`src/mio_pkg.sv`:
```
// Package for the module pin multiplexer, general outputs and LED logic.
// Assumes a single 25 MHz core clock shared by every file of the block.
package mio_pkg;

   // Core clock rate
   localparam int unsigned CLK_HZ        = 25_000_000;
   localparam int unsigned CLK_PER_MS    = CLK_HZ / 1000;

   // LED timing in its own unit, then in cycles
   localparam int unsigned BLINK_OFF_MS  = 100;
   localparam int unsigned BLINK_ALT_MS  = 50;
   localparam int unsigned HOLD_ON_MS    = 5000;
   localparam int unsigned BLINK_CYC     = BLINK_OFF_MS * CLK_PER_MS;
   localparam int unsigned BLINK_ALT_CYC = BLINK_ALT_MS * CLK_PER_MS;
   localparam int unsigned HOLD_ON_CYC   = HOLD_ON_MS * CLK_PER_MS;

   // Alarm pin source selector codes
   localparam logic [1:0] SEL_NORMAL  = 2'h0;
   localparam logic [1:0] SEL_LINKACT = 2'h1;
   localparam logic [1:0] SEL_GPO     = 2'h2;
   localparam logic [1:0] SEL_RSVD    = 2'h3;

   // Transmit LED mode codes
   localparam logic [1:0] LED_COMBO   = 2'h0;
   localparam logic [1:0] LED_LINK    = 2'h1;
   localparam logic [1:0] LED_ACT     = 2'h2;
   localparam logic [1:0] LED_OFF     = 2'h3;

   // Values after reset
   localparam logic [2:0] MS_RST      = 3'h0;
   localparam logic       DIV64_RST   = 1'b1;

   // Management configuration bits
   typedef struct packed {
      logic       ctrl_b_sel;        // 0 reset/tx-disable, 1 interrupt B
      logic [1:0] ctrl_out_b_polarity;
      logic       alarm_sel;         // 0 normal, 1 general output
      logic       alarm_gpo_value;
      logic       alarm_enable;
      logic [1:0] rx_sel;
      logic       rx_alarm_gpo_value;
      logic [1:0] tx_sel;
      logic       tx_alarm_gpo_value;
      logic [1:0] tx_led_mode;
      logic       tx_blink_alt;
      logic       tx_alarm_live;     // 1 disables clear-on-read
      logic       mc_override;
      logic [2:0] mc_value;
      logic [2:0] ms_mask;
      logic       serial_tx_invert;
      logic       div64_disable;
   } mio_cfg_t;

endpackage

```
`src/mio_led.sv`:
```
// Link/activity LED sequencer: hold-on, steady and blink phases.
// Assumes link and activity inputs come from logic on the same clock.
module mio_led import mio_pkg::*; #(
   parameter int unsigned HOLD_CYC = HOLD_ON_CYC,
   parameter int unsigned ON_CYC   = BLINK_CYC,
   parameter int unsigned ALT_CYC  = BLINK_ALT_CYC
) (
   // Clock and reset
   input  wire logic clk_in,
   input  wire logic nrst_in,
   // Link state and activity
   input  wire logic link_in,
   input  wire logic act_in,
   input  wire logic alt_in,
   // LED state, 1 means lit; blink_out 1 while blinking
   output logic      led_out,
   output logic      blink_out
);

   localparam int unsigned MAXP = (ON_CYC > ALT_CYC) ? ON_CYC : ALT_CYC;
   localparam int unsigned HW   = $clog2(HOLD_CYC + 1);
   localparam int unsigned BW   = $clog2(MAXP + 1);

   logic [HW-1:0] hold_q;
   logic [BW-1:0] tick_q;
   logic [BW-1:0] period;
   logic          hold_done;
   logic          tick;
   logic          act_q;

   // Phase length; on-time equals off-time
   assign period    = alt_in ? BW'(ALT_CYC - 1) : BW'(ON_CYC - 1);
   assign tick      = (tick_q >= period);
   assign hold_done = (hold_q == HW'(HOLD_CYC));

   // Initial hold-on counter, restarts on every link loss
   always_ff @(posedge clk_in) begin
      if (!nrst_in || !link_in) begin
         hold_q <= '0;
      end else if (!hold_done) begin
         hold_q <= hold_q + 1'b1;
      end
   end

   // Blink prescaler
   always_ff @(posedge clk_in) begin
      if (!nrst_in || !link_in) begin
         tick_q <= '0;
      end else if (tick) begin
         tick_q <= '0;
      end else begin
         tick_q <= tick_q + 1'b1;
      end
   end

   // Activity seen in this phase; a start char at the tick is kept
   always_ff @(posedge clk_in) begin
      if (!nrst_in || !link_in) begin
         act_q <= 1'b0;
      end else if (act_in) begin
         act_q <= 1'b1;
      end else if (tick) begin
         act_q <= 1'b0;
      end
   end

   // LED: link down wins over hold and activity
   always_ff @(posedge clk_in) begin
      if (!nrst_in || !link_in) begin
         led_out   <= 1'b0;
         blink_out <= 1'b0;
      end else if (!hold_done) begin
         led_out   <= 1'b1;
         blink_out <= 1'b0;
      end else if (tick) begin
         led_out   <= !led_out || !act_q;
         blink_out <= act_q;
      end
   end
endmodule

```
`src/mio_top.sv`:
```
// Pin multiplexer for module control/status pins, general outputs and
// link/activity LEDs. Assumes config bits come from a management block
// on the same clock; pin inputs are asynchronous and synchronised here.
// Open-drain outputs are given as enables: high pulls the line low.

// Operation
// - Output B selects reset or interrupt B
// - Output B polarity invertible before driver
// - Alarm-status selects normal or general output
// - Normal alarm-status off until enabled
// - Receive selector: normal, LED, output, reserved
// - Receive selector 10 drives dedicated value
// - Transmit selector: normal, LED, output, reserved
// - Transmit selector 10 drives dedicated value
// - Transmit alarm clears on read by default
// - Transmit LED mode and blink-time controls
// - Receive: start chars activity, block lock link
// - Receive LED off, steady, or blinking
// - Transmit: start chars activity, lanes aligned link
// - Transmit LED off, steady, or blinking
// - LED held on up to five seconds
// - Link down forces LED off
// - Same LED behaviour for both coding modes
// - Override takes master code from registers
// - Status pins set pending, maskable, readable
// - Serial transmit polarity programmable
// - Divided reference clock enabled, pin or bit disable
// - Outputs are open-drain pull-low
// - Global alarm interrupt is open-drain
module mio_top import mio_pkg::*; #(
   parameter int unsigned HOLD_CYCLES      = HOLD_ON_CYC,
   parameter int unsigned BLINK_CYCLES     = BLINK_CYC,
   parameter int unsigned BLINK_ALT_CYCLES = BLINK_ALT_CYC
) (
   // Clock and reset
   input  wire logic       clk_in,
   input  wire logic       nrst_in,
   // Management configuration and strobes
   input  wire mio_cfg_t   cfg_in,
   input  wire logic       tx_alarm_read_in,
   input  wire logic [2:0] ms_pending_clr_in,
   // Internal function sources
   input  wire logic       module_reset_in,
   input  wire logic       wis_int_b_in,
   input  wire logic       alarm_src_in,
   input  wire logic       rx_alarm_src_in,
   input  wire logic       tx_alarm_src_in,
   input  wire logic       alarm_irq_src_in,
   // Datapath link and activity indications
   input  wire logic       pcs_block_lock_in,
   input  wire logic       rx_start_char_in,
   input  wire logic       lanes_aligned_in,
   input  wire logic       tx_start_char_in,
   // Asynchronous pins
   input  wire logic [2:0] hs_master_code_pins_in,
   input  wire logic       optical_loss_in,
   input  wire logic       div64_ref_enable_pin_in,
   // Open-drain pin enables
   output logic            module_ctrl_out_b_oe_out,
   output logic            alarm_status_oe_out,
   output logic            rx_alarm_oe_out,
   output logic            tx_alarm_oe_out,
   output logic            global_alarm_irq_oe_out,
   // Status and control toward other blocks
   output logic [2:0]      hs_master_code_out,
   output logic [2:0]      ms_pending_out,
   output logic [2:0]      ms_level_out,
   output logic            optical_loss_out,
   output logic            tx_alarm_flag_out,
   output logic            serial_tx_invert_out,
   output logic            div64_ref_out_en_out
);

   // Level presented on an alarm pin for a given selector
   function automatic logic pin_level(input logic [1:0] sel,
                                      input logic       normal,
                                      input logic       led_lit,
                                      input logic       general_output);
      logic lvl;
      lvl = 1'b1;
      unique case (sel)
         SEL_NORMAL:  lvl = normal;
         SEL_LINKACT: lvl = !led_lit;
         SEL_GPO:     lvl = general_output;
         SEL_RSVD:    lvl = 1'b1; // Reserved code releases the line
      endcase
      return lvl;
   endfunction

   logic [2:0] pin_s1_q;
   logic [2:0] pin_s2_q;
   logic [2:0] ms_prev_q;
   logic [1:0] aux_s1_q;
   logic [1:0] aux_s2_q;
   logic       tx_alarm_hold_q;
   logic       rx_led;
   logic       tx_led;
   logic       tx_blink;
   logic       tx_led_lit;
   logic       ctrl_b_lvl;
   logic       alarm_lvl;
   logic       rx_lvl;
   logic       tx_lvl;
   logic       tx_normal;

   // Two-stage synchronisers for all asynchronous pins
   always_ff @(posedge clk_in) begin
      if (!nrst_in) begin
         pin_s1_q <= MS_RST;
         pin_s2_q <= MS_RST;
         aux_s1_q <= 2'h0;
         aux_s2_q <= 2'h0;
      end else begin
         pin_s1_q <= hs_master_code_pins_in;
         pin_s2_q <= pin_s1_q;
         aux_s1_q <= {div64_ref_enable_pin_in, optical_loss_in};
         aux_s2_q <= aux_s1_q;
      end
   end

   // Master code from registers or from the synchronised pins
   always_ff @(posedge clk_in) begin
      if (!nrst_in) begin
         hs_master_code_out <= MS_RST;
      end else begin
         hs_master_code_out <= cfg_in.mc_override ? cfg_in.mc_value
                                                  : pin_s2_q;
      end
   end

   // Status pins: any level change sets pending; set beats clear
   always_ff @(posedge clk_in) begin
      if (!nrst_in) begin
         ms_prev_q      <= MS_RST;
         ms_pending_out <= MS_RST;
         ms_level_out   <= MS_RST;
      end else begin
         ms_prev_q      <= pin_s2_q;
         ms_pending_out <= (ms_pending_out & ~ms_pending_clr_in)
                           | (pin_s2_q ^ ms_prev_q);
         ms_level_out   <= pin_s2_q;
      end
   end

   // Pin status and fixed-function controls
   always_ff @(posedge clk_in) begin
      if (!nrst_in) begin
         optical_loss_out     <= 1'b0;
         serial_tx_invert_out <= 1'b0;
         div64_ref_out_en_out <= DIV64_RST;
      end else begin
         optical_loss_out     <= aux_s2_q[0];
         serial_tx_invert_out <= cfg_in.serial_tx_invert;
         div64_ref_out_en_out <= aux_s2_q[1]
                                 && !cfg_in.div64_disable;
      end
   end

   // Transmit alarm latch; a new alarm in the read cycle survives
   always_ff @(posedge clk_in) begin
      if (!nrst_in) begin
         tx_alarm_hold_q <= 1'b0;
      end else begin
         tx_alarm_hold_q <= tx_alarm_src_in
                            || (tx_alarm_hold_q && !tx_alarm_read_in);
      end
   end
   assign tx_normal = cfg_in.tx_alarm_live ? tx_alarm_src_in
                                           : tx_alarm_hold_q;

   // LED sequencers; coding mode is not an input on purpose
   mio_led #(
      .HOLD_CYC (HOLD_CYCLES),
      .ON_CYC   (BLINK_CYCLES),
      .ALT_CYC  (BLINK_ALT_CYCLES)
   ) u_rx_led (
      .clk_in    (clk_in),
      .nrst_in   (nrst_in),
      .link_in   (pcs_block_lock_in),
      .act_in    (rx_start_char_in),
      .alt_in    (1'b0),
      .led_out   (rx_led),
      .blink_out ()
   );

   mio_led #(
      .HOLD_CYC (HOLD_CYCLES),
      .ON_CYC   (BLINK_CYCLES),
      .ALT_CYC  (BLINK_ALT_CYCLES)
   ) u_tx_led (
      .clk_in    (clk_in),
      .nrst_in   (nrst_in),
      .link_in   (lanes_aligned_in),
      .act_in    (tx_start_char_in),
      .alt_in    (cfg_in.tx_blink_alt),
      .led_out   (tx_led),
      .blink_out (tx_blink)
   );

   // Transmit LED mode shaping
   always_comb begin
      tx_led_lit = 1'b0;
      unique case (cfg_in.tx_led_mode)
         LED_COMBO: tx_led_lit = tx_led;
         LED_LINK:  tx_led_lit = lanes_aligned_in;
         LED_ACT:   tx_led_lit = tx_led && tx_blink;
         LED_OFF:   tx_led_lit = 1'b0;
      endcase
   end

   // Pin levels before the open-drain stage
   assign ctrl_b_lvl = (cfg_in.ctrl_b_sel ? wis_int_b_in : module_reset_in)
                       ^ cfg_in.ctrl_out_b_polarity[0]
                       ^ cfg_in.ctrl_out_b_polarity[1];
   assign alarm_lvl  = cfg_in.alarm_sel ? cfg_in.alarm_gpo_value
                       : (alarm_src_in || !cfg_in.alarm_enable);
   assign rx_lvl     = pin_level(cfg_in.rx_sel, rx_alarm_src_in, rx_led,
                                 cfg_in.rx_alarm_gpo_value);
   assign tx_lvl     = pin_level(cfg_in.tx_sel, tx_normal, tx_led_lit,
                                 cfg_in.tx_alarm_gpo_value);

   // Open-drain stage: pull low for a 0 level, else release
   always_ff @(posedge clk_in) begin
      if (!nrst_in) begin
         module_ctrl_out_b_oe_out <= 1'b0;
         alarm_status_oe_out      <= 1'b0;
         rx_alarm_oe_out          <= 1'b0;
         tx_alarm_oe_out          <= 1'b0;
         global_alarm_irq_oe_out  <= 1'b0;
         tx_alarm_flag_out        <= 1'b0;
      end else begin
         module_ctrl_out_b_oe_out <= !ctrl_b_lvl;
         alarm_status_oe_out      <= !alarm_lvl;
         rx_alarm_oe_out          <= !rx_lvl;
         tx_alarm_oe_out          <= !tx_lvl;
         // Interrupt line is active low: pull while the source is set or an unmasked status bit is pending
         global_alarm_irq_oe_out  <= alarm_irq_src_in
                     || |(ms_pending_out & ~cfg_in.ms_mask);
         tx_alarm_flag_out        <= tx_normal;
      end
   end
endmodule

```
`config.mk`:
```
export PLATFORM = sky130hd
export DESIGN_NAME = mio_top
export DESIGN_NICKNAME = d
export VERILOG_FILES = /design/src/mio_pkg.sv /design/src/mio_led.sv /design/src/mio_top.sv
export SDC_FILE = /design/constraint.sdc
export NUM_CORES = 1
export LEC_CHECK = 0
export BUFFER_PORTS_ARGS = -buffer_cell sky130_fd_sc_hd__buf_2
export CAP_MARGIN = 20
export CORE_MARGIN = 2
export CORE_UTILIZATION = 40
export DETAILED_ROUTE_END_ITERATION = 8
export SETUP_SLACK_MARGIN = 0.1
export SLEW_MARGIN = 20
export SYNTH_ARGS = -nofsm -noshare
export SYNTH_HDL_FRONTEND = slang
export SYNTH_HIERARCHICAL = 1
export SYNTH_SLANG_ARGS = --single-unit
```
`constraint.sdc`:
```
create_clock -name clk_in -period 1.65 [get_ports clk_in]
set_input_delay 0.2475 -clock clk_in [delete_from_list [all_inputs] [get_ports clk_in]]
set_output_delay 0.2475 -clock clk_in [all_outputs]
set_load 0.01 [all_outputs]
```
==> results of run 1 <==
[per-layer routing]
metal  up-vias  track usage
met2        55        0.298
met1      2455        0.221
met5         -            0
li1       2672            -
met4         0       0.0780
met3        13       0.0466
[where the power goes]
part           leakage, uW  switching (uW)  total [uW]  internal, uW
clock             0.000277            1310        3560          2260
combinational      0.00204             181         360           180
sequential         0.00109            25.5        3250          3230
[cells in the final DEF (no fill, tap or decap), types with 3 or more instances in the layout]
cell and n:
clkinv_2 3, buf_2 63, xnor2_1 43, conb_1 7
nor4bb_4 4, clkbuf_16 17, clkbuf_8 5, and4_1 4
buf_4 80, dfxtp_2 21, dfxtp_4 10, nor4_4 8
inv_1 24, nor4_1 7, mux2i_1 8, nand3_2 6
a21oi_1 3, nand3_1 33, nand4_1 34, o21a_1 6
xor2_1 49, o21ai_0 6, clkbuf_1 5, nor3_1 11
and3_1 18, buf_12 3, nor2b_1 11, nor2_2 5
dfxtp_1 101, nand2_1 31, o21ai_1 4, ha_4 8
buf_6 8, and2_1 23, ha_1 20, nor2_1 112
nor4b_4 4
[flip-flops by register name (all words and copies together) (netlist names), 2 cells and up]
signal,cells
aux_s1_q,2
aux_s2_q,2
hs_master_code_out,3
ms_pending_out,3
ms_prev_q,3
pin_s1_q,3
pin_s2_q,3
u_rx_led/hold_q,27
u_rx_led/tick_q,22
u_tx_led/hold_q,27
u_tx_led/tick_q,22
[how the worst min path moves through the flow]
stage                                          from                              end  slack [ps]  cells past startpoint
after CTS                 hs_master_code_pins_in[1]           pin_s1_q[1]$_SDFF_PN0_          10                      2
after detailed placement     aux_s1_q[1]$_SDFF_PN0_           aux_s2_q[1]$_SDFF_PN0_         420                      1
after global routing      hs_master_code_pins_in[1]           pin_s1_q[1]$_SDFF_PN0_          30                      2
after floorplan                           cfg_in[0]  div64_ref_out_en_out$_SDFF_PN1_         350                      1
final                     hs_master_code_pins_in[1]           pin_s1_q[1]$_SDFF_PN0_          30                      2
after global placement       aux_s1_q[1]$_SDFF_PN0_           aux_s2_q[1]$_SDFF_PN0_         410                      1
[worst register-to-register path, stage by stage, from the launching register on]
cell and delay, ps:
dfxtp_4 350, ha_4 260, nor4b_4 190, nand4_1 130, a211o_1 330, nand4_1 150
buf_12 170, nor2_1 70
[area by class of cell]
class                   count  area, um2
repair buffers            155       1080
clock buffers              27        513
fillers                  1338       6690
inverters                  27        106
flip-flops and latches    132       2710
multi-input cells         514       3830
well taps                 188        235
clock inverters             4       45.0
[stage by stage]
step,total power [uW],cells,setup WS (ps),instance area [um2],setup TNS (ps)
2_1_floorplan,3500,688,-33.0,6340,-607
3_3_place_gp,3650,1000,-218,7410,-6790
3_5_place_dp,3660,1000,-322,7410,-9320
4_1_cts,7270,1034,-123,8210,-3630
5_1_grt,7450,1047,-186,8520,-6690
6_report,7180,1047,-108,8520,-3490
[what timing repair did]
action                                 4_1_cts  5_1_grt
endpoints found under the hold margin        1        0
buffers inserted                             3       14
pin swaps                                   15       41
hold buffers                                 1        0
resized for setup                           45       57
setup endpoints to repair                   63       82
==> out/metrics.csv, run 1 <==
stage,metric,value,unit
yosys,post-synthesis cell count,682,
critical_path,CP max FO,22,
layout,ANT cells,0,
global_route,gr ovfl total,0,
critical_path,RR Endpoint,u_tx_led/tick_q[12]$_SDFF_PP0_,
critical_path,worst path bufs/invs,1,
layout,NumNets Final,921,
layout,Final Util,0.560,
critical_path,"CP delay by family, top",simple AND/OR/NAND/NOR gates,
sta,skew final,6.53,ps
detailed_routing,Avg Vias per Cell,4.96,
critical_path,Crit path arrival time,2070,ps
place,PortBufs,63,
global_route,Total GRT Usage,0.179,
critical_path,CP max stage delay,350,ps
sta,Final Setup Violations,47,
detailed_routing,ANT nets after route,0,
critical_path,kind of critical path,reg2reg,
floorplan,Die ar.,16500,um2
critical_path,Startpoint Class,flip-flop,
global_route,largest net degree at the start of global routing,29,
status,status,"finished, violations left",
detailed_routing,DR vias,5195,
global_route,number of global-route vias before repair,5200,
detailed_routing,Initial DRC Count,257,
detailed_routing,TritonRoute pass-1 iters,4,
hold_path,HP Class,in2reg,
pwr,VDD IR-drop max,0.744,mV
floorplan,Die Wd,129,um
critical_path,CP startpoint,u_tx_led/tick_q[16]$_SDFF_PP0_,
detailed_routing,M1 WL,6.72,mm
sta,period utilization,1.07,
layout,ratio of cells with drive above 1 in the final layout,0.324,
detailed_routing,WL met3,399,um
critical_path,WP depth,7,
place,final HPWL from detailed placement,10.1,mm
clock_network,Num CTS Buffers,17,
pwr,PwrDens,843,nW/um2
sta,Hold Fails Final Rpt,0,
sta,WHS,34.2,ps
place,routability cong.,0.821,
critical_path,crit path capture,u_tx_led/tick_q[12]$_SDFF_PP0_,
status,violated checks,setup timing,
global_route,initial antenna violation count,0,
clock_network,CTS tree,done,
detailed_routing,drt wl/cell,13.7,um
detailed_routing,total wire length,14.4,mm
clock_network,Clock Sinks,132,
critical_path,Worst setup EP type,flip-flop,
critical_path,Crit path required time,1960,ps
critical_path,most frequent cell on the critical path,nand4_1,
sta,Max Fclk,569,MHz
floorplan,Die Y-Extent,129,um
detailed_routing,DR top layer,met4,
critical_path,worst path cell trace,ha_4 > nor4b_4 > nand4_1 > a211o_1 > nand4_1 > buf_12 > nor2_1,
floorplan,row count,45,
critical_path,flop-to-flop setup slack,-110,ps
sta,crit path time final,1760,ps
detailed_routing,length of routed met2 wiring,7.10,mm
detailed_routing,Residual DRC,0,
layout,synth-to-layout area growth,37.3,%
critical_path,Reg2Reg Depth,7,
clock_network,Max clock buf depth,2,
global_route,first-pass GRT wire length,23.7,mm
clock_network,H-tree level count,4,
sta,fin. max-slew vios,0,
clock_network,root buffer cell,clkbuf_16,
floorplan,Initial Util,0.408,
critical_path,FF-to-FF Start,u_tx_led/tick_q[16]$_SDFF_PP0_,
sta,worst setup margin,-108,ps
clock_network,worst skew pair latency,420,ps
floorplan,# IOs,64,
pwr,Static Leak,0.00341,uW
yosys,Syn Std Cell Area,6200,um2
yosys,Ys Warns,6,
job,max-cap violation count,0,
clock_network,clock-pin slew on the worst setup and hold paths,50,ps
yosys,syn avg cell area,9.10,um2
floorplan,Core ar.,15200,um2
sta,RSZ-0062 raised after global routing,yes,
critical_path,cell at the slowest stage of the critical path,dfxtp_4,
No activity file was read; power rests on OpenSTA's default activity.
==> run 2, diff against run 1 <==
==> constraint.sdc (replaced) <==
create_clock -name clk_in -period 1.5 [get_ports clk_in]
set_input_delay 0.225 -clock clk_in [delete_from_list [all_inputs] [get_ports clk_in]]
set_output_delay 0.225 -clock clk_in [all_outputs]
set_load 0.01 [all_outputs]
==> run 2 against run 1 <==
The flow still finishes with violations (setup timing). Worst setup slack worse by 200 ps. Via count increased by 6.2%. Sequential cell count stayed put. Utilization increased by 4.2 points. Maximum frequency down 2.7%. Sequential share of layout area is 2.2 points lower. Combinational power rose by 25%. Power grew 13%. Register-to-register slack got worse by 200 ps. Routed wire length up 8.4%. Critical path type unchanged.
==> out/metrics.csv, run 2 (synthesized netlist as in run 1, its figures left out) <==
stage,metric,value,unit,change
status,status,"finished, violations left",,unchanged
status,violated checks,setup timing,,unchanged
global_route,number of global-route vias before repair,5584,,was 5200
floorplan,Die Wd,129,um,unchanged
clock_network,CTS tree,done,,unchanged
detailed_routing,ANT nets after route,0,,unchanged
critical_path,Crit path required time,1810,ps,was 1960 ps
sta,Max Fclk,553,MHz,was 569 MHz
sta,skew final,8.26,ps,was 6.53 ps
global_route,gr ovfl total,0,,unchanged
critical_path,flop-to-flop setup slack,-310,ps,was -110 ps
sta,crit path time final,1810,ps,was 1760 ps
critical_path,Worst setup EP type,flip-flop,,unchanged
floorplan,Die ar.,16500,um2,unchanged
clock_network,H-tree level count,4,,unchanged
place,routability cong.,0.792,,was 0.821
pwr,VDD IR-drop max,0.784,mV,was 0.744 mV
layout,Finished Cell Area,9160,um2,was 8520 um2
critical_path,Startpoint Class,flip-flop,,unchanged
hold_path,HP Class,in2reg,,unchanged
sta,fin. max-slew vios,0,,unchanged
detailed_routing,TritonRoute pass-1 iters,4,,unchanged
layout,Regs by FF count,"u_rx_led/hold_q: 27 flops, u_tx_led/hold_q: 27 flops",,unchanged
sta,Final Setup Violations,53,,was 47
detailed_routing,total wire length,15.6,mm,was 14.4 mm
layout,Multi-input gate area,4050,um2,was 3830 um2
clock_network,Max clock buf depth,2,,unchanged
layout,Final Util,0.603,,was 0.560
floorplan,Die Y-Extent,129,um,unchanged
pwr,Static Leak,0.00362,uW,was 0.00341 uW
job,max-cap violation count,0,,unchanged
critical_path,Crit path arrival time,2120,ps,was 2070 ps
place,placed inst area,7800,um2,was 7410 um2
layout,most frequent cells in the layout,"buf_4 (113), nor2_1 (102), dfxtp_1 (95)",,"was nor2_1 (112), dfxtp_1 (101), buf_4 (80)"
floorplan,row count,45,,unchanged
critical_path,Reg2Reg Depth,8,,was 7
sta,worst setup margin,-308,ps,was -108 ps
global_route,first-pass GRT wire length,25.5,mm,was 23.7 mm
sta,RSZ-0062 raised after global routing,yes,,unchanged
layout,NumNets Final,965,,was 921
critical_path,FF-to-FF Start,u_tx_led/tick_q[6]$_SDFF_PP0_,,was u_tx_led/tick_q[16]$_SDFF_PP0_
global_route,initial antenna violation count,1,,was 0
pwr,Pwr Total,8110,uW,was 7180 uW
pwr,PwrDens,885,nW/um2,was 843 nW/um2
sta,Hold Fails Final Rpt,0,,unchanged
clock_network,Num CTS Buffers,17,,unchanged
detailed_routing,drt wl/cell,14.3,um,was 13.7 um
sta,period utilization,1.21,,was 1.07
global_route,Total GRT Usage,0.193,,was 0.179
floorplan,# IOs,64,,unchanged
clock_network,root buffer cell,clkbuf_16,,unchanged
place,final HPWL from detailed placement,10.5,mm,was 10.1 mm
clock_network,worst skew pair latency,430,ps,was 420 ps
clock_network,clock-pin slew on the worst setup and hold paths,60,ps,was 50 ps
layout,Reg area,2710,um2,about the same
detailed_routing,Residual DRC,0,,unchanged
layout,"commonest non-fill, non-tap cell in the layout",buf_4,,was nor2_1
detailed_routing,Avg Vias per Cell,5.05,,was 4.96
detailed_routing,DR vias,5516,,was 5195
place,PortBufs,63,,unchanged
critical_path,CP max FO,11,,was 22
critical_path,kind of critical path,reg2reg,,unchanged
hold_path,WHS Path Cells,2,,unchanged
floorplan,Core ar.,15200,um2,unchanged
hold_path,hold path endpoint,pin_s1_q[2]$_SDFF_PN0_,,was pin_s1_q[1]$_SDFF_PN0_
detailed_routing,Initial DRC Count,194,,was 257
layout,Fill cells,1271,,was 1338
critical_path,RR Endpoint,u_tx_led/tick_q[8]$_SDFF_PP0_,,was u_tx_led/tick_q[12]$_SDFF_PP0_
hold_path,hold_sp,hs_master_code_pins_in[2],,was hs_master_code_pins_in[1]
layout,ratio of cells with drive above 1 in the final layout,0.414,,was 0.324
global_route,largest net degree at the start of global routing,30,,was 29
floorplan,Initial Util,0.408,,unchanged
clock_network,Clock Sinks,132,,unchanged
layout,synth-to-layout area growth,47.7,%,was 37.3%
==> run 2: changes by cell type in the layout (fill, tap and decap cells not counted), moves of 7 or more <==
cell,previous run,this run
ha_1,20,13
buf_4,80,113
dfxtp_2,21,28
nor2_1,112,102
buf_6,8,15
==> run 2: stage by stage <==
step	setup WS [ps]	hold WS, ps	TNS (ps)	cells
detailed placement	-449	412	-16350	1044
global route	-387	3.21	-16930	1093
finish	-308	12.7	-12750	1093
global placement	-356	410	-13520	1044
floorplan	-174	325	-6380	688
CTS	-267	1.64	-11210	1083
==> run 2: layer usage <==
metal	vias up	wire, um	share of wire	track usage
met5	-	0	0	0
met4	0	293	0.019	0.0748
met3	32	486	0.031	0.0536
met2	70	8170	0.52	0.334
met1	2643	6630	0.43	0.227
li1	2771	-	-	-
==> run 2: critical path, stage by stage (launching register included) <==
cell	delay, ps
dfxtp_2	340
ha_4	260
nand4_1	110
a21o_1	190
a211o_1	350
nand4_1	110
buf_6	140
buf_12	130
nor2_1	60
==> run 2: worst max-delay path by stage <==
| stage | start | endpoint |
|---|---|---|
| after global placement | cfg_in[10] | u_tx_led/tick_q[4]$_SDFF_PP0_ |
| after floorplan | cfg_in[10] | u_tx_led/tick_q[16]$_SDFF_PP0_ |
| after CTS | u_tx_led/tick_q[6]$_SDFF_PP0_ | u_tx_led/tick_q[5]$_SDFF_PP0_ |
| after detailed placement | cfg_in[10] | u_tx_led/tick_q[4]$_SDFF_PP0_ |
| after global routing | u_tx_led/tick_q[20]$_SDFF_PP0_ | u_tx_led/tick_q[8]$_SDFF_PP0_ |
| final | u_tx_led/tick_q[6]$_SDFF_PP0_ | u_tx_led/tick_q[8]$_SDFF_PP0_ |
==> run 2: layout make-up <==
type	instances	share of cell area
antenna	1	0.000273
clock buffer	21	0.0549
clock inverter	11	0.00970
inverter	27	0.0111
multi-input combinational	514	0.442
sequential	132	0.296
tap	188	0.0257
timing repair buffer	199	0.160
==> run 2: timing repair <==
item / in CTS / in global routing
gates cloned: 0 / 2
hold buffers: 3 / 0
resized for setup: 63 / 77
pin swaps: 31 / 53
buffers inserted: 4 / 9
endpoints found under the hold margin: 3 / 0
setup endpoints to repair: 87 / 90
==> run 2: where the power goes <==
part / internal, uW / switching (uW) / leakage, uW / total (uW)
Sequential: 3550 / 27.4 / 0.00109 / 3580
Combinational: 229 / 221 / 0.00226 / 449
Clock: 2420 / 1660 / 0.000271 / 4080
Total: 6190 / 1910 / 0.00362 / 8110
==> run 3, diff against run 2 <==
--- a/config.mk
+++ b/config.mk
@@ -5,7 +5,7 @@
 export SDC_FILE = /design/constraint.sdc
 export NUM_CORES = 1
 export LEC_CHECK = 0
-export BUFFER_PORTS_ARGS = -buffer_cell sky130_fd_sc_hd__buf_2
+export BUFFER_PORTS_ARGS = -buffer_cell sky130_fd_sc_hd__buf_4
 export CAP_MARGIN = 20
 export CORE_MARGIN = 2
 export CORE_UTILIZATION = 40
==> constraint.sdc (replaced) <==
create_clock -name clk_in -period 1.5 [get_ports clk_in]
set_input_delay 0.15 -clock clk_in [delete_from_list [all_inputs] [get_ports clk_in]]
set_output_delay 0.15 -clock clk_in [all_outputs]
set_load 0.01 [all_outputs]
==> run 3 against run 2 <==
The flow still finishes with violations (setup timing). Combinational power increased by 9.1%. Worst setup slack improved by 81 ps. Design area increased by 1.7%. Global-route usage decreased by 0.44 points. Sequential power about the same. Largest power group unchanged. Clock skew decreased by 3.6 ps.
==> out/metrics.csv, run 3 (synthesized netlist as in run 1, its figures left out) <==
stage,metric,value,unit,change
layout,most frequent cells in the layout,"buf_4 (178), nor2_1 (112), dfxtp_1 (95)",,"was buf_4 (113), nor2_1 (102), dfxtp_1 (95)"
critical_path,CP max FO,22,,was 11
hold_path,HP Class,in2reg,,unchanged
sta,fin. max-slew vios,0,,unchanged
place,routability cong.,0.848,,was 0.792
floorplan,Die ar.,16500,um2,unchanged
floorplan,Initial Util,0.408,,unchanged
detailed_routing,Residual DRC,0,,unchanged
place,PortBufs,63,,unchanged
pwr,Sw Ratio,0.222,,was 0.236
place,final HPWL from detailed placement,10.3,mm,was 10.5 mm
floorplan,Core ar.,15200,um2,unchanged
layout,ratio of cells with drive above 1 in the final layout,0.390,,was 0.414
critical_path,worst path cell trace,ha_4 > nor4b_4 > nand4_1 > a211o_1 > nand4_1 > buf_12 > nor2_1,,was ha_4 > nand4_1 > a21o_1 > a211o_1 > nand4_1 > buf_6 > buf_12 > nor2_1
pwr,Static Leak,0.00378,uW,was 0.00362 uW
pwr,VDD IR-drop max,0.783,mV,was 0.784 mV
detailed_routing,TritonRoute pass-1 iters,4,,unchanged
critical_path,most frequent cell on the critical path,nand4_1,,unchanged
critical_path,flop-to-flop setup slack,-230,ps,was -310 ps
layout,synth-to-layout area growth,50.1,%,was 47.7%
sta,RSZ-0062 raised after global routing,yes,,unchanged
status,status,"finished, violations left",,unchanged
layout,"commonest non-fill, non-tap cell in the layout",buf_4,,unchanged
sta,Hold Fails Final Rpt,0,,unchanged
pwr,switching pwr,1740,uW,was 1910 uW
floorplan,Die Wd,129,um,unchanged
critical_path,CP startpoint,u_rx_led/tick_q[16]$_SDFF_PP0_,,was u_tx_led/tick_q[6]$_SDFF_PP0_
hold_path,hold_sp,cfg_in[12],,was hs_master_code_pins_in[2]
critical_path,Reg2Reg Depth,7,,was 8
sta,period utilization,1.15,,was 1.21
critical_path,Crit path required time,1810,ps,about the same
global_route,gr ovfl total,0,,unchanged
sta,worst setup margin,-227,ps,was -308 ps
critical_path,CP max stage delay,330,ps,was 350 ps
detailed_routing,Initial DRC Count,280,,was 194
floorplan,row count,45,,unchanged
sta,crit path time final,1730,ps,was 1810 ps
global_route,largest net degree at the start of global routing,29,,was 30
sta,Final Setup Violations,52,,was 53
clock_network,H-tree level count,4,,unchanged
status,violated checks,setup timing,,unchanged
clock_network,Clock Sinks,132,,unchanged
sta,total negative setup slack,-9720,ps,was -12750 ps
floorplan,Die Y-Extent,129,um,unchanged
sta,Max Fclk,579,MHz,was 553 MHz
sta,skew final,4.70,ps,was 8.26 ps
layout,Final Util,0.613,,was 0.603
critical_path,Crit path arrival time,2030,ps,was 2120 ps
clock_network,Num CTS Buffers,17,,unchanged
critical_path,Worst setup EP type,flip-flop,,unchanged
clock_network,root buffer cell,clkbuf_16,,unchanged
clock_network,CTS tree,done,,unchanged
critical_path,crit path capture,u_rx_led/tick_q[16]$_SDFF_PP0_,,was u_tx_led/tick_q[8]$_SDFF_PP0_
critical_path,kind of critical path,reg2reg,,unchanged
clock_network,clock-pin slew on the worst setup and hold paths,60,ps,about the same
global_route,Total GRT Usage,0.188,,was 0.193
pwr,Pwr Total,7830,uW,was 8110 uW
layout,Regs by FF count,"u_rx_led/hold_q: 27 flops, u_tx_led/hold_q: 27 flops",,unchanged
pwr,sequential share of power,0.457,,was 0.441
detailed_routing,ANT nets after route,0,,unchanged
layout,NumNets Final,982,,was 965
detailed_routing,DR vias,5452,,was 5516
critical_path,Startpoint Class,flip-flop,,unchanged
pwr,clock network fraction of design power,0.480,,was 0.504
clock_network,worst skew pair latency,420,ps,was 430 ps
detailed_routing,Avg Vias per Cell,4.92,,was 5.05
critical_path,FF-to-FF Start,u_rx_led/tick_q[16]$_SDFF_PP0_,,was u_tx_led/tick_q[6]$_SDFF_PP0_
global_route,number of global-route vias before repair,5437,,was 5584
critical_path,RR Endpoint,u_rx_led/tick_q[16]$_SDFF_PP0_,,was u_tx_led/tick_q[8]$_SDFF_PP0_
pwr,P_int,6090,uW,was 6190 uW
floorplan,# IOs,64,,unchanged
pwr,PwrDens,841,nW/um2,was 885 nW/um2
critical_path,cell at the slowest stage of the critical path,dfxtp_2,,was a211o_1
detailed_routing,drt wl/cell,13.5,um,was 14.3 um
pwr,Comb pwr share,0.063,,was 0.055
job,max-cap violation count,0,,unchanged
global_route,first-pass GRT wire length,25.0,mm,was 25.5 mm
detailed_routing,total wire length,14.9,mm,was 15.6 mm
layout,ANT cells,0,,was 1
clock_network,Max clock buf depth,2,,unchanged
global_route,initial antenna violation count,0,,was 1
-- run 3: through the flow --
step,std cells,setup slack [ps],hold WS [ps],area (um2)
global placement,1045,-282,337,7980
global route,1109,-320,15.9,9310
detailed placement,1045,-354,338,7980
floorplan,688,-164,250,6410
finish,1109,-227,25.8,9310
CTS,1099,-231,7.28,8960
-- run 3: layout make-up --
class                           instances  area (um2)
Sequential cell                       132        2710
Clock buffer                           22         444
Inverter                               27         101
Tap cell                              188         235
Multi-Input combinational cell        514        3970
Timing Repair Buffer                  216        1780
Fill cell                            1277        5890
Clock inverter                         10        83.8
-- run 3: repair_timing --
action                                  4_1_cts  5_1_grt
endpoints found under the setup margin       84       93
endpoints found under the hold margin        16        0
hold buffers                                 18        0
buffers inserted                              5       10
resized for setup                            58       70
pin swaps                                    45       58
-- run 3: worst max-delay path, delay by kind of cell (launching register included) --
kind                     cells  cell delay, ps
adder cells (fa/ha/maj)      1             260
AND/OR/NAND/NOR              4             530
flip-flops                   1             330
buffers and inverters        1             180
AO/OA/AOI/OAI                1             300
-- run 3: routing by layer --
layer	share of wire	GRT usage
met2	0.50	0.323
met5	0	0
met4	0.013	0.0607
met3	0.031	0.0499
met1	0.45	0.231
-- run 3: worst min-delay path by stage --
stage                                                 end  slack [ps]  cells after the start
final                          tx_alarm_oe_out$_SDFF_PN0_          30                      3
after global routing           tx_alarm_oe_out$_SDFF_PN0_          20                      3
after CTS                      tx_alarm_oe_out$_SDFF_PN0_           7                      3
after detailed placement  div64_ref_out_en_out$_SDFF_PN1_         340                      2
after global placement    div64_ref_out_en_out$_SDFF_PN1_         340                      2
after floorplan           div64_ref_out_en_out$_SDFF_PN1_         250                      1
-- run 3: power by group through the flow --
stage / combinational [uW] / clock (uW) / sequential (uW)
after floorplan: 183 / 0 / 3680
after global placement: 410 / 0 / 3660
after detailed placement: 424 / 0 / 3670
after CTS: 481 / 3860 / 3590
after global routing: 541 / 4030 / 3590
final: 490 / 3760 / 3580
